===== src/include/mocs_cfg.svh =====
// offsets, field positions, reset values and widths of the statistics block
`ifndef MOCS_CFG_SVH
`define MOCS_CFG_SVH

// ---------------------------------------------------------------------------
// register byte offsets
// ---------------------------------------------------------------------------
`define MOCS_OFF_GOOD_TX_OCTETS_LOW 16'h0409_0
`define MOCS_OFF_GOOD_TX_OCTETS_HIGH 16'h0409_4
`define MOCS_OFF_RX_NO_BUFFER_COUNT 16'h040a_0
`define MOCS_OFF_RX_UNDERSIZE_COUNT 16'h040a_4
`define MOCS_OFF_RX_FRAGMENT_COUNT 16'h040a_8
`define MOCS_OFF_RX_OVERSIZE_COUNT 16'h040a_c
`define MOCS_OFF_RX_JABBER_COUNT 16'h040b_0
`define MOCS_OFF_MGMT_RX_COUNT 16'h040b_4
`define MOCS_OFF_MGMT_DROPPED_COUNT 16'h040b_8
`define MOCS_OFF_MGMT_TX_COUNT 16'h040b_c
`define MOCS_OFF_TOTAL_RX_OCTETS_LOW 16'h040c_0
`define MOCS_OFF_TOTAL_RX_OCTETS_HIGH 16'h040c_4
`define MOCS_OFF_TOTAL_TX_OCTETS_LOW 16'h040c_8
`define MOCS_OFF_TOTAL_TX_OCTETS_HIGH 16'h040c_c
`define MOCS_OFF_CONTROL 16'h0410_0

// ---------------------------------------------------------------------------
// control register fields and reset values
// ---------------------------------------------------------------------------
`define MOCS_CTRL_RX_ENABLE_BIT 0
`define MOCS_CTRL_TX_ENABLE_BIT 1
`define MOCS_CTRL_LONG_PACKET_ENABLE_BIT 2
`define MOCS_CTRL_RESET 3'h0
`define MOCS_COUNT_RESET 32'h0000_0000
`define MOCS_OCTET_RESET 64'h0000_0000_0000_0000

// ---------------------------------------------------------------------------
// frame length limits, in octets from destination address through fcs
// ---------------------------------------------------------------------------
`define MOCS_LEN_W 16
`define MOCS_MIN_FRAME 16'h0040
`define MOCS_MAX_FRAME 16'h05f2
`define MOCS_OVERSIZE_LONG 16'h4000
`define MOCS_JABBER_LONG 16'h3fff
`define MOCS_MGMT_MAX 16'h00c8

// ---------------------------------------------------------------------------
// axi responses
// ---------------------------------------------------------------------------
`define MOCS_RESP_OKAY 2'h0
`define MOCS_RESP_SLVERR 2'h2

`endif


===== src/include/mocs_pkg.sv =====
// types shared by the statistics counter block
`include "mocs_cfg.svh"
package mocs_pkg;

  // one transmit frame report, valid for one cycle at end of frame
  typedef struct packed {
    logic valid;
    logic error;
    logic partial;
    logic flow_ctrl;
    logic mgmt_src;
    logic [`MOCS_LEN_W-1:0] length;
  } mocs_tx_event_t;

  // one receive frame report, valid for one cycle at end of frame
  typedef struct packed {
    logic valid;
    logic fcs_ok;
    logic flow_ctrl;
    logic l2_error;
    logic addr_pass;
    logic no_buffer;
    logic fifo_room;
    logic mgmt_pass;
    logic mgmt_fifo_full;
    logic [`MOCS_LEN_W-1:0] length;
  } mocs_rx_event_t;

endpackage


===== src/logic/mocs_stats_counters.sv =====
// mac statistics counter bank with axi4-lite register access
//
// Chosen here: the AXI4-Lite interface to the registers.
`timescale 1ns/1ps

// Functional notes
// - keep a 64-bit good transmitted octet count, read as two 32-bit halves
// - reading an upper half clears the whole 64-bit count
// - 64-bit octet counters stick at all ones instead of wrapping
// - good transmit octets: only sent frames of 64 bytes or more
// - good transmit octets exclude flow control frames
// - octets are counted from destination address through fcs inclusive
// - transmit counters advance only while transmit is enabled
// - receive counters advance only while receive is enabled
// - no-buffer count bumps per frame arriving with no host buffers
// - such a frame is still accepted when the receive fifo has room
// - no-buffer count ignores received flow control frames
// - oversize: filter-passing frame over 1522, or over 16384 in long mode
// - jabber: filter-passing frame with bad fcs over 1522, or over 16383 in long mode
// - management rx counts filter matches, drops included, not flow control or l2 errors
// - management drops: filter match lost to full fifo or over 200 bytes
// - management tx counts frames from management bus or alerting function
// - total rx octets add every received frame, broadcast rejects included
// - total tx octets add every sent frame, flow control included
// - total tx octets skip partially sent frames
module mocs_stats_counters
  import mocs_pkg::*;
#(
  parameter int ADDR_W = 16
) (
  input wire logic i_clock,
  input wire logic i_rstn,
  input wire mocs_tx_event_t i_tx_event,
  input wire mocs_rx_event_t i_rx_event,
  input wire logic [ADDR_W-1:0] i_awaddr,
  input wire logic i_awvalid,
  output logic o_awready,
  input wire logic [31:0] i_wdata,
  input wire logic [3:0] i_wstrb,
  input wire logic i_wvalid,
  output logic o_wready,
  output logic [1:0] o_bresp,
  output logic o_bvalid,
  input wire logic i_bready,
  input wire logic [ADDR_W-1:0] i_araddr,
  input wire logic i_arvalid,
  output logic o_arready,
  output logic [31:0] o_rdata,
  output logic [1:0] o_rresp,
  output logic o_rvalid,
  input wire logic i_rready,
  output logic o_rx_accept
);

  localparam int N_CNT = 8;
  localparam int N_OCT = 3;
  // indices of the 32-bit event counters
  localparam int C_NOBUF = 0;
  localparam int C_UNDER = 1;
  localparam int C_FRAG = 2;
  localparam int C_OVER = 3;
  localparam int C_JAB = 4;
  localparam int C_MRX = 5;
  localparam int C_MDROP = 6;
  localparam int C_MTX = 7;
  // indices of the 64-bit octet counters
  localparam int O_GOOD_TX = 0;
  localparam int O_TOTAL_RX = 1;
  localparam int O_TOTAL_TX = 2;

  // ---------------------------------------------------------------------------
  // control register
  // ---------------------------------------------------------------------------
  logic [2:0] control;
  logic rx_enable;
  logic tx_enable;
  logic long_packet_enable;
  assign rx_enable = control[`MOCS_CTRL_RX_ENABLE_BIT];
  assign tx_enable = control[`MOCS_CTRL_TX_ENABLE_BIT];
  assign long_packet_enable = control[`MOCS_CTRL_LONG_PACKET_ENABLE_BIT];

  // ---------------------------------------------------------------------------
  // frame classification
  // ---------------------------------------------------------------------------
  logic rx_take;
  logic tx_take;
  logic rx_short;
  logic rx_over;
  logic rx_jab_len;
  logic tx_sent;
  logic [N_CNT-1:0] inc;
  logic [`MOCS_LEN_W-1:0] add_len [N_OCT];

  always_comb begin
    rx_take = i_rx_event.valid && rx_enable;
    tx_take = i_tx_event.valid && tx_enable;
    tx_sent = tx_take && !i_tx_event.partial;
    rx_short = i_rx_event.length < `MOCS_MIN_FRAME;
    rx_over = long_packet_enable ? (i_rx_event.length > `MOCS_OVERSIZE_LONG)
                                 : (i_rx_event.length > `MOCS_MAX_FRAME);
    rx_jab_len = long_packet_enable ? (i_rx_event.length > `MOCS_JABBER_LONG)
                                    : (i_rx_event.length > `MOCS_MAX_FRAME);
    inc = '0;
    inc[C_NOBUF] = rx_take && i_rx_event.no_buffer && !i_rx_event.flow_ctrl;
    inc[C_UNDER] = rx_take && i_rx_event.addr_pass && rx_short && i_rx_event.fcs_ok;
    inc[C_FRAG] = rx_take && i_rx_event.addr_pass && rx_short && !i_rx_event.fcs_ok;
    inc[C_OVER] = rx_take && i_rx_event.addr_pass && rx_over;
    inc[C_JAB] = rx_take && i_rx_event.addr_pass && rx_jab_len && !i_rx_event.fcs_ok;
    inc[C_MRX] = rx_take && i_rx_event.mgmt_pass && !i_rx_event.flow_ctrl
                 && !i_rx_event.l2_error;
    inc[C_MDROP] = rx_take && i_rx_event.mgmt_pass
                   && (i_rx_event.mgmt_fifo_full || i_rx_event.length > `MOCS_MGMT_MAX);
    inc[C_MTX] = tx_sent && i_tx_event.mgmt_src;
    // lengths arrive already measured from destination address to fcs
    add_len[O_GOOD_TX] = '0;
    if (tx_sent && !i_tx_event.error && !i_tx_event.flow_ctrl
        && !(i_tx_event.length < `MOCS_MIN_FRAME)) begin
      add_len[O_GOOD_TX] = i_tx_event.length;
    end
    add_len[O_TOTAL_RX] = rx_take ? i_rx_event.length : '0;
    add_len[O_TOTAL_TX] = tx_sent ? i_tx_event.length : '0;
  end

  // ---------------------------------------------------------------------------
  // receive acceptance: host buffer shortage does not block the fifo
  // ---------------------------------------------------------------------------
  always_ff @(posedge i_clock) begin
    if (!i_rstn) begin
      o_rx_accept <= 1'b0;
    end else begin
      o_rx_accept <= rx_take && i_rx_event.fifo_room;
    end
  end

  // ---------------------------------------------------------------------------
  // axi4-lite write channel
  // ---------------------------------------------------------------------------
  logic wr_fire;
  logic [ADDR_W-1:0] wr_addr;
  logic wr_tx_low;
  assign wr_fire = o_awready && i_awvalid && o_wready && i_wvalid;
  assign wr_addr = i_awaddr;
  assign wr_tx_low = wr_fire && (wr_addr[15:2] == `MOCS_OFF_TOTAL_TX_OCTETS_LOW >> 2);

  always_ff @(posedge i_clock) begin
    if (!i_rstn) begin
      o_awready <= 1'b0;
      o_wready <= 1'b0;
    end else begin
      // both ready pulse together once address and data are both offered
      o_awready <= i_awvalid && i_wvalid && !o_awready && !o_bvalid;
      o_wready <= i_awvalid && i_wvalid && !o_wready && !o_bvalid;
    end
  end

  always_ff @(posedge i_clock) begin
    if (!i_rstn) begin
      o_bvalid <= 1'b0;
      o_bresp <= `MOCS_RESP_OKAY;
    end else if (wr_fire) begin
      o_bvalid <= 1'b1;
      // counter writes answer okay and are ignored, save the total tx low-half preset; only words outside 4090-40cc and control answer slverr
      o_bresp <= (wr_addr[15:2] >= (`MOCS_OFF_GOOD_TX_OCTETS_LOW >> 2)
                  && wr_addr[15:2] <= (`MOCS_OFF_TOTAL_TX_OCTETS_HIGH >> 2))
                 || wr_addr[15:2] == (`MOCS_OFF_CONTROL >> 2)
                 ? `MOCS_RESP_OKAY : `MOCS_RESP_SLVERR;
    end else if (i_bready) begin
      o_bvalid <= 1'b0;
    end
  end

  always_ff @(posedge i_clock) begin
    if (!i_rstn) begin
      control <= `MOCS_CTRL_RESET;
    end else if (wr_fire && i_wstrb[0] && wr_addr[15:2] == (`MOCS_OFF_CONTROL >> 2)) begin
      control <= i_wdata[2:0];
    end
  end

  // ---------------------------------------------------------------------------
  // axi4-lite read channel
  // ---------------------------------------------------------------------------
  logic rd_fire;
  logic [13:0] rd_word;
  logic [N_OCT-1:0] clr_oct;
  logic [31:0] rd_mux;
  logic rd_hit;
  logic [31:0] cnt_q [N_CNT];
  logic [63:0] oct_q [N_OCT];
  assign rd_fire = o_arready && i_arvalid;
  assign rd_word = i_araddr[15:2];

  always_comb begin
    rd_mux = 32'h0000_0000;
    rd_hit = 1'b1;
    clr_oct = '0;
    case (rd_word)
      `MOCS_OFF_GOOD_TX_OCTETS_LOW >> 2: rd_mux = oct_q[O_GOOD_TX][31:0];
      `MOCS_OFF_GOOD_TX_OCTETS_HIGH >> 2: begin
        rd_mux = oct_q[O_GOOD_TX][63:32];
        clr_oct[O_GOOD_TX] = rd_fire;
      end
      `MOCS_OFF_RX_NO_BUFFER_COUNT >> 2: rd_mux = cnt_q[C_NOBUF];
      `MOCS_OFF_RX_UNDERSIZE_COUNT >> 2: rd_mux = cnt_q[C_UNDER];
      `MOCS_OFF_RX_FRAGMENT_COUNT >> 2: rd_mux = cnt_q[C_FRAG];
      `MOCS_OFF_RX_OVERSIZE_COUNT >> 2: rd_mux = cnt_q[C_OVER];
      `MOCS_OFF_RX_JABBER_COUNT >> 2: rd_mux = cnt_q[C_JAB];
      `MOCS_OFF_MGMT_RX_COUNT >> 2: rd_mux = cnt_q[C_MRX];
      `MOCS_OFF_MGMT_DROPPED_COUNT >> 2: rd_mux = cnt_q[C_MDROP];
      `MOCS_OFF_MGMT_TX_COUNT >> 2: rd_mux = cnt_q[C_MTX];
      `MOCS_OFF_TOTAL_RX_OCTETS_LOW >> 2: rd_mux = oct_q[O_TOTAL_RX][31:0];
      `MOCS_OFF_TOTAL_RX_OCTETS_HIGH >> 2: begin
        rd_mux = oct_q[O_TOTAL_RX][63:32];
        clr_oct[O_TOTAL_RX] = rd_fire;
      end
      `MOCS_OFF_TOTAL_TX_OCTETS_LOW >> 2: rd_mux = oct_q[O_TOTAL_TX][31:0];
      `MOCS_OFF_TOTAL_TX_OCTETS_HIGH >> 2: begin
        rd_mux = oct_q[O_TOTAL_TX][63:32];
        clr_oct[O_TOTAL_TX] = rd_fire;
      end
      `MOCS_OFF_CONTROL >> 2: rd_mux = {29'h0, control};
      default: rd_hit = 1'b0;
    endcase
  end

  always_ff @(posedge i_clock) begin
    if (!i_rstn) begin
      o_arready <= 1'b0;
    end else begin
      o_arready <= i_arvalid && !o_arready && !o_rvalid;
    end
  end

  always_ff @(posedge i_clock) begin
    if (!i_rstn) begin
      o_rvalid <= 1'b0;
      o_rdata <= 32'h0000_0000;
      o_rresp <= `MOCS_RESP_OKAY;
    end else if (rd_fire) begin
      // halves are separate words; no wide access exists on this bus
      o_rvalid <= 1'b1;
      o_rdata <= rd_mux;
      o_rresp <= rd_hit ? `MOCS_RESP_OKAY : `MOCS_RESP_SLVERR;
    end else if (i_rready) begin
      o_rvalid <= 1'b0;
    end
  end

  // ---------------------------------------------------------------------------
  // 32-bit event counters, sticking at all ones
  // ---------------------------------------------------------------------------
  // these never clear on read; software takes differences between samples
  for (genvar g = 0; g < N_CNT; g++) begin : g_cnt
    mocs_sat_counter #(
      .WIDTH(32)
    ) i_mocs_sat_counter (
      .i_clock(i_clock),
      .i_rstn(i_rstn),
      .i_inc(inc[g]),
      .o_count(cnt_q[g])
    );
  end

  // ---------------------------------------------------------------------------
  // 64-bit octet counters
  // ---------------------------------------------------------------------------
  // only the total transmit counter takes a software preset of its low half
  for (genvar g = 0; g < N_OCT; g++) begin : g_oct
    mocs_octet_counter #(
      .LEN_W(`MOCS_LEN_W)
    ) i_mocs_octet_counter (
      .i_clock(i_clock),
      .i_rstn(i_rstn),
      .i_clear(clr_oct[g]),
      .i_add(add_len[g]),
      .i_preset(wr_tx_low && (g == O_TOTAL_TX)),
      .i_wstrb(i_wstrb),
      .i_wdata(i_wdata),
      .o_count(oct_q[g])
    );
  end

endmodule // mocs_stats_counters

// ---------------------------------------------------------------------------
// saturating event counter
// ---------------------------------------------------------------------------
module mocs_sat_counter
  import mocs_pkg::*;
#(
  parameter int WIDTH = 32
) (
  input wire logic i_clock,
  input wire logic i_rstn,
  input wire logic i_inc,
  output logic [WIDTH-1:0] o_count
);

  // sticking at all ones keeps a busy link from reading as a quiet one
  always_ff @(posedge i_clock) begin
    if (!i_rstn) begin
      o_count <= WIDTH'(`MOCS_COUNT_RESET);
    end else if (i_inc && o_count != {WIDTH{1'b1}}) begin
      o_count <= o_count + WIDTH'(1);
    end
  end

endmodule // mocs_sat_counter

// ---------------------------------------------------------------------------
// 64-bit octet counter, cleared by a high-half read, sticking at all ones
// ---------------------------------------------------------------------------
module mocs_octet_counter
  import mocs_pkg::*;
#(
  parameter int LEN_W = 16
) (
  input wire logic i_clock,
  input wire logic i_rstn,
  input wire logic i_clear,
  input wire logic [LEN_W-1:0] i_add,
  input wire logic i_preset,
  input wire logic [3:0] i_wstrb,
  input wire logic [31:0] i_wdata,
  output logic [63:0] o_count
);

  logic [63:0] base;
  logic [64:0] sum;

  always_comb begin
    // a clearing read keeps the octets of a frame ending in the same cycle
    base = i_clear ? 64'h0000_0000_0000_0000 : o_count;
    sum = {1'b0, base} + 65'(i_add);
  end

  always_ff @(posedge i_clock) begin
    if (!i_rstn) begin
      o_count <= `MOCS_OCTET_RESET;
    end else if (i_preset) begin
      // software preset of the low half; it overrides a same-cycle frame
      for (int b = 0; b < 4; b++) begin
        if (i_wstrb[b]) begin
          o_count[b*8 +: 8] <= i_wdata[b*8 +: 8];
        end
      end
    end else begin
      // carry out of bit 63 means the count would wrap: hold at all ones
      o_count <= sum[64] ? 64'hffff_ffff_ffff_ffff : sum[63:0];
    end
  end

endmodule // mocs_octet_counter


===== config.mk =====
export PLATFORM = sky130hd
export DESIGN_NAME = mocs_stats_counters
export DESIGN_NICKNAME = d
export VERILOG_FILES = /design/src/include/mocs_pkg.sv /design/src/logic/mocs_stats_counters.sv
export VERILOG_INCLUDE_DIRS = /design/src /design/src/include
export SDC_FILE = /design/constraint.sdc
export NUM_CORES = 1
export LEC_CHECK = 0
export ABC_CLOCK_PERIOD_IN_PS = 4700
export BUFFER_PORTS_ARGS = -buffer_cell sky130_fd_sc_hd__buf_2
export CORE_MARGIN = 10
export CORE_UTILIZATION = 35
export DETAILED_ROUTE_END_ITERATION = 10
export PLACE_DENSITY = 0.53
export SLEW_MARGIN = 30
export SYNTH_ARGS = -nofsm -noshare
export SYNTH_HDL_FRONTEND = slang
export SYNTH_SLANG_ARGS = --single-unit

===== constraint.sdc =====
create_clock -name i_clock -period 4.7 [get_ports i_clock]
set_input_delay 0.705 -clock i_clock [delete_from_list [all_inputs] [get_ports i_clock]]
set_output_delay 0.705 -clock i_clock [all_outputs]
set_load 0.02 [all_outputs]

-- Word level (Yosys, flattened, before mapping)
Cells that the tools add are included.
- bits in registers: 493
- word-level logic and storage cells: 161
- add/sub/neg operators: 11
- order comparisons: 8
- eq/ne operators: 29
- mux-type cells: 27
- reduce and logical (&&, ||, !) cells: 61
- operators with widths (kind ; number):
    one-hot mux 32 bit (15 select lines) ; 1
    2-to-1 mux 64 bit ; 6
    adder 32 x 1 -> 32 bit (second input constant) ; 8
    != test 32 bit (second input constant) ; 8
    == test 14 x 13 -> 1 bit (second input constant) ; 17
    adder 64 x 16 -> 65 bit ; 3
    2-to-1 mux 16 bit ; 3
    logical AND 1 bit ; 44
    less-than comparator 16 x 7 -> 1 bit (second input constant) ; 2
    2-to-1 mux 32 bit ; 1
    2-to-1 mux 8 bit ; 4
    greater-than comparator 16 x 11 -> 1 bit (second input constant) ; 1
    greater-than comparator 16 x 14 -> 1 bit (second input constant) ; 1
    greater-than comparator 16 x 15 -> 1 bit (second input constant) ; 1
    greater-than comparator 16 x 8 -> 1 bit (second input constant) ; 1
    OR reduction 15 bit ; 1
    >= comparator 14 x 13 -> 1 bit (second input constant) ; 1
    <= comparator 14 x 13 -> 1 bit (second input constant) ; 1
    zero test 1 bit ; 12
    2-to-1 mux 1 bit ; 10
    != test 2 bit (second input constant) ; 4
    2-to-1 mux 2 bit ; 2
    nonzero test 2 bit ; 2
    logical OR 1 bit ; 2

-- Depth between registers and ports, before layout
- depth after elaboration: 8
- mapped depth: 21

-- Modules after synthesis
From an unflattened synthesis, not the netlist that was laid out.
- cells, all modules: 4426
- area total of the unflattened synthesis: 35705.5 um^2
- modules (own cells, without submodules) (module ; times used ; cells each ; area an instance (um^2) ; seq. area each (um^2)):
    mocs_sat_counter ; 8 ; 200 ; 1704.1 ; 640.6
    mocs_octet_counter (g_oct[0].i_mocs_octet_counter ...) ; 2 ; 693 ; 5297.6 ; 1281.2
    mocs_stats_counters ; 1 ; 756 ; 6092.1 ; 860.8
    mocs_octet_counter (g_oct[2].i_mocs_octet_counter) ; 1 ; 684 ; 5385.2 ; 1281.2

-- Worst setup path after synthesis
OpenSTA, ideal clock, no wires.
- path kind: input port to flip-flop
- start: in i_araddr[13]
- end: reg g_oct[1].i_mocs_octet_counter.o_count[27]
- setup time: 0.132 ns
- data arrival time: 4.632 ns
- required time: 4.568 ns
- setup slack: -0.064 ns
- stages on the path: 20
- cells stage by stage: nor4b_4 -> nand4_1 -> or2_2 -> clkbuf_1 -> clkbuf_1 -> clkbuf_1 -> and2_1 -> ha_1 -> fa_1 -> a211oi_1 -> o21bai_1 -> a21oi_1 -> o31a_1 -> or2_0 -> buf_2 -> nor4_4 -> nand2_1 -> clkbuf_1 -> clkbuf_1 -> o21ai_0
- cells in the longest elaborated chain, start to end: 5
- ends and longest elaborated chain (what ; line ; source):
    start, declared ; mocs_stats_counters.sv:45 ; input wire logic [ADDR_W-1:0] i_araddr,
    == test 14 x 13 -> 1 bit ; mocs_stats_counters.sv:197 ; case (rd_word)
    2-to-1 mux 1 bit ; mocs_stats_counters.sv:197 ;
    2-to-1 mux 64 bit ; mocs_stats_counters.sv:333 ; base = i_clear ? 64'h0000_0000_0000_0000 : o_count;
    adder 64 x 16 -> 65 bit ; mocs_stats_counters.sv:334 ; sum = {1'b0, base} + 65'(i_add);
    2-to-1 mux 64 bit ; mocs_stats_counters.sv:349 ; o_count <= sum[64] ? 64'hffff_ffff_ffff_ffff : sum[63:0];
    end signal, assigned ; mocs_stats_counters.sv:339 ; o_count <= `MOCS_OCTET_RESET;
    end signal, assigned by index ; mocs_stats_counters.sv:344 ; o_count[b*8 +: 8] <= i_wdata[b*8 +: 8];
    end signal, assigned ; mocs_stats_counters.sv:349 ;
    end, declared ; mocs_stats_counters.sv:325 ; output logic [63:0] o_count
No other way between the ends.
A chain may end at the register's enable or synchronous reset.

-- Worst setup path in the final report
- start: in i_araddr[13]
- end: reg g_oct[2].i_mocs_octet_counter.o_count[54]
- cells in the longest elaborated chain, start to end: 5
- ends and longest elaborated chain (what ; line):
    == test 14 x 13 -> 1 bit ; mocs_stats_counters.sv:197
    2-to-1 mux 1 bit ; mocs_stats_counters.sv:197
    2-to-1 mux 64 bit ; mocs_stats_counters.sv:333
    adder 64 x 16 -> 65 bit ; mocs_stats_counters.sv:334
    2-to-1 mux 64 bit ; mocs_stats_counters.sv:349
    end signal, assigned ; mocs_stats_counters.sv:339
    end signal, assigned by index ; mocs_stats_counters.sv:344
    end signal, assigned ; mocs_stats_counters.sv:349
    end, declared ; mocs_stats_counters.sv:325
No other way between the ends.

==> summary.txt <==
fin crit share = 88.0%
status = completed
first-pass GRT wire length = 169 mm
Synth cell types = 94
RSZ-0062 raised after global routing = false
# H-tree levels = 2
min-delay src = i_rx_event[18]
largest cells by area after synthesis = dfxtp_1 (35%), xor2_1 (5.7%), nor2_1 (5.0%), xnor2_1 (5.0%), nand2_1 (3.8%)
setup repair bufs after CTS = 0
Yosys reg bits = 491
final setup margin = 0.562 ns
asr flop ratio synth = 0%
Place WS = 0.0104 ns
commonest non-fill, non-tap cell in the layout = dfxtp_1
Yosys warning count = 0
Synth top area share = 35.0%
Clock transition at path regs = 0.06 ns
Area growth syn-to-layout = 17.4%
post-DP HPWL = 88.4 mm
DRC = 0
Ports = 163
CP Capture Type = flop
CP max FO = 11
gr usage total = 24.2%
clk sinks = 491
Setup-failing EPs final = 0
# hold bufs at CTS = 0
Mean Syn Cell Area = 8.08 µm²
initial DRC count = 3591
Pwr Density = 273 nW/µm²
Final Hold Viols = 0
layout cells sized above 1 = 13.3%
root buf cell = clkbuf_16
worst-path cell chain = buf_2 > nor4b_4 > and4_1 > nand3_1 > buf_4 > and2_1 > ha_1 > fa_1 > a211oi_1 > o21ai_0 > a21oi_1 > o21a_1 > nor3_1 > nand3_1 > mux2_2 > a311o_1
non-filler instance count after layout = 4799
largest stage delay on the critical path = 0.51 ns
Peak Freq = 242 MHz
Synth Area in XOR/XNOR = 10.7%
clk_skew = 0.0207 ns
CP Class = primary input to flop
Critical R2R Capture = g_oct[0].i_mocs_octet_counter.o_count[44]
WL final = 116 mm
Simple-Gate Fraction of Synth Area = 29.5%
final setup TNS = 0 ns
Critical Path Most Common Cell = nand3_1
Compound-Gate Fraction of Synth Area = 17.3%
Final min period = 4.14 ns
chip width = 303 µm
main combinational cell family by area after synthesis = simple AND/OR/NAND/NOR gates
VDD IR max = 0.000285 V
clk buf depth = 3
antenna violations before repair = 8
Crit path max-delay family = simple AND/OR/NAND/NOR gates
port bufs = 156
Max Cap Viol = 0
Synth Flop Type = dfxtp_1
synthesized area = 28100 µm²
Req. time, crit path = 5.23 ns
Critical Path Stages = 16
leading area contributor after synthesis = dfxtp_1
total core area = 79300 µm²
Reg2Reg Setup Slack = 0.58 ns
Synth Instances = 3477
CP max-delay cell = nor4b_4
Pleak = 12.2 nW
Die Area = 92000 µm²
FF-to-FF Start = o_arready
Adder-Cell Fraction of Synth Area = 2.71%
Vias = 28000
initial core utilization = 35.5%
Hold WC Path Type = primary input to flop
Placer Congestion = 0.972
sequential fraction of the synthesis area = 35.0%
largest net degree at the start of global routing = 113
drt pass-1 iters = 9
Post-CTS Resized = 0
Worst setup SP type = primary input
post-synthesis mux area share = 1.70%
vias per inst = 5.83
FP Rows = 103
latest clock arrival within the worst-skew pair = 0.64 ns
CP arrival = 4.67 ns
Layout Nets = 3883
antenna-violating nets left = 0
area of the multi-input gates = 17500 µm²
relative max-transition margin = 33.4%
gr ovfl total = 0
Worst Hold Path EP = o_rx_accept
hold-critical path depth = 2
Worst Reg2Reg Path Length in Cells = 16
Reg area = 9830 µm²
die span in y = 303 µm
Inst Count DP = 4692
Post-synth EDFFs = 0
routed len/inst = 24.2 µm
Slew Viols, Final = 0
CTS tree = built
Slew @ Worst Pin = 0.992 ns
number of global-route vias before repair = 25400
highest-count cells in the layout ignoring fill and taps = dfxtp_1 (491), nor2_1 (365), nand2_1 (287)
Fill cells = 8181
CTS Buf Count = 58
Worst Path Buf+Inv = 2
## where the power goes
group / internal (mW) / switching [mW]
clock: 2.65 / 1.94
sequential: 4.16 / 0.00197
combinational: 0.0715 / 0.176
## kinds of logic after synthesis
| kind of cell | Yosys count |
|---|---|
| adders and majority gates | 59 |
| buffers and inverters | 228 |
| other | 1 |
| DFF | 491 |
| xor gates and xnor gates | 343 |
| and+or+nand+nor | 1589 |
| AOI/OAI and AO/OA | 720 |
| muxes | 46 |
## routing by layer
layer  vias up  share of wire (%)  track usage, %
li1      13200                  -               -
met1     13400                 45            35.1
met2      1279                 41            34.9
met3       171                 11            5.54
met4         8                3.3            7.58
met5         -              0.045               0
## final cells by class
| cell class | instances | share of cell area [%] |
|---|---|---|
| Multi-Input combinational cell | 2759 | 53.0 |
| Sequential cell | 491 | 29.8 |
| Timing Repair Buffer | 342 | 6.90 |
| Clock buffer | 84 | 5.12 |
| Tap cell | 1050 | 3.98 |
| Clock inverter | 21 | 0.644 |
| Inverter | 51 | 0.603 |
| Antenna cell | 1 | 0.00758 |
## worst max-delay path by stage
| stage | startpoint | to | slack, ns |
|---|---|---|---|
| global placement | i_araddr[13] | g_oct[2].i_mocs_octet_counter.o_count[54] | 0.06 |
| detailed placement | i_araddr[13] | g_oct[2].i_mocs_octet_counter.o_count[54] | 0.01 |
| global route | o_arready | g_oct[0].i_mocs_octet_counter.o_count[61] | 0.23 |
| finish | i_araddr[13] | g_oct[2].i_mocs_octet_counter.o_count[54] | 0.56 |
| CTS | o_arready | g_oct[0].i_mocs_octet_counter.o_count[57] | 0.65 |
| floorplan | i_araddr[13] | g_oct[1].i_mocs_octet_counter.o_count[27] | 0.06 |
## stage by stage
stage,hold WS [ns],power (mW),cell area [µm²],utilization [%]
2_1_floorplan,0.437,4.37,28100,-
3_3_place_gp,0.428,4.50,31100,39.2
3_5_place_dp,0.426,4.50,31100,39.2
4_1_cts,0.259,9.05,33000,41.6
5_1_grt,0.278,9.23,33000,41.6
6_report,0.284,9.00,33000,41.6
## worst reg2reg max path, cell delays in order, from the launching register on
cell      delay (ns)
dfxtp_1         0.36
and2_1          0.42
and2_1          0.23
nand3_1         0.26
buf_4           0.27
and2_1          0.15
ha_1            0.35
a211oi_1        0.11
o211ai_1        0.25
o2111a_1        0.27
o221ai_1        0.11
buf_4           0.18
nor3_4          0.26
and3_1          0.39
nand2_2         0.12
buf_12          0.19
o21ai_0         0.10
## state kept, by name, indices dropped and copies added, names as in the netlist
name	flops
g_cnt.i_mocs_sat_counter.o_count	256
g_oct.i_mocs_octet_counter.o_count	192
o_rdata	32
control	3
o_arready	1
o_awready	1
o_bresp	1
o_bvalid	1
o_rresp	1
o_rvalid	1
o_rx_accept	1
o_wready	1
## cells in the mapped netlist, drive strengths merged (4+ instances only)
library cell    n
nand4b          8
nand3         180
ha             56
nor2b           8
and4           40
and3b           4
nor2          378
a211oi         24
a31oi          12
a21o           26
o21a           26
nand2         289
a22oi          85
and2          148
or4            10
nor3          102
nor4           47
nand4         153
nand2b         10
o22ai           7
inv            50
o21bai          9
a21oi         182
o31ai          11
mux2i          42
and3          125
nor4b          12
xor2          182
a41oi           5
o211a           5
or3            48
o311ai          4
nor3b          10
xnor2         161
buf            37
a22o           40
a221oi         35
a222oi         59
clkbuf        140
dfxtp         491
o21ai         165
or2             7
No activity file was read; power rests on OpenSTA's default activity.
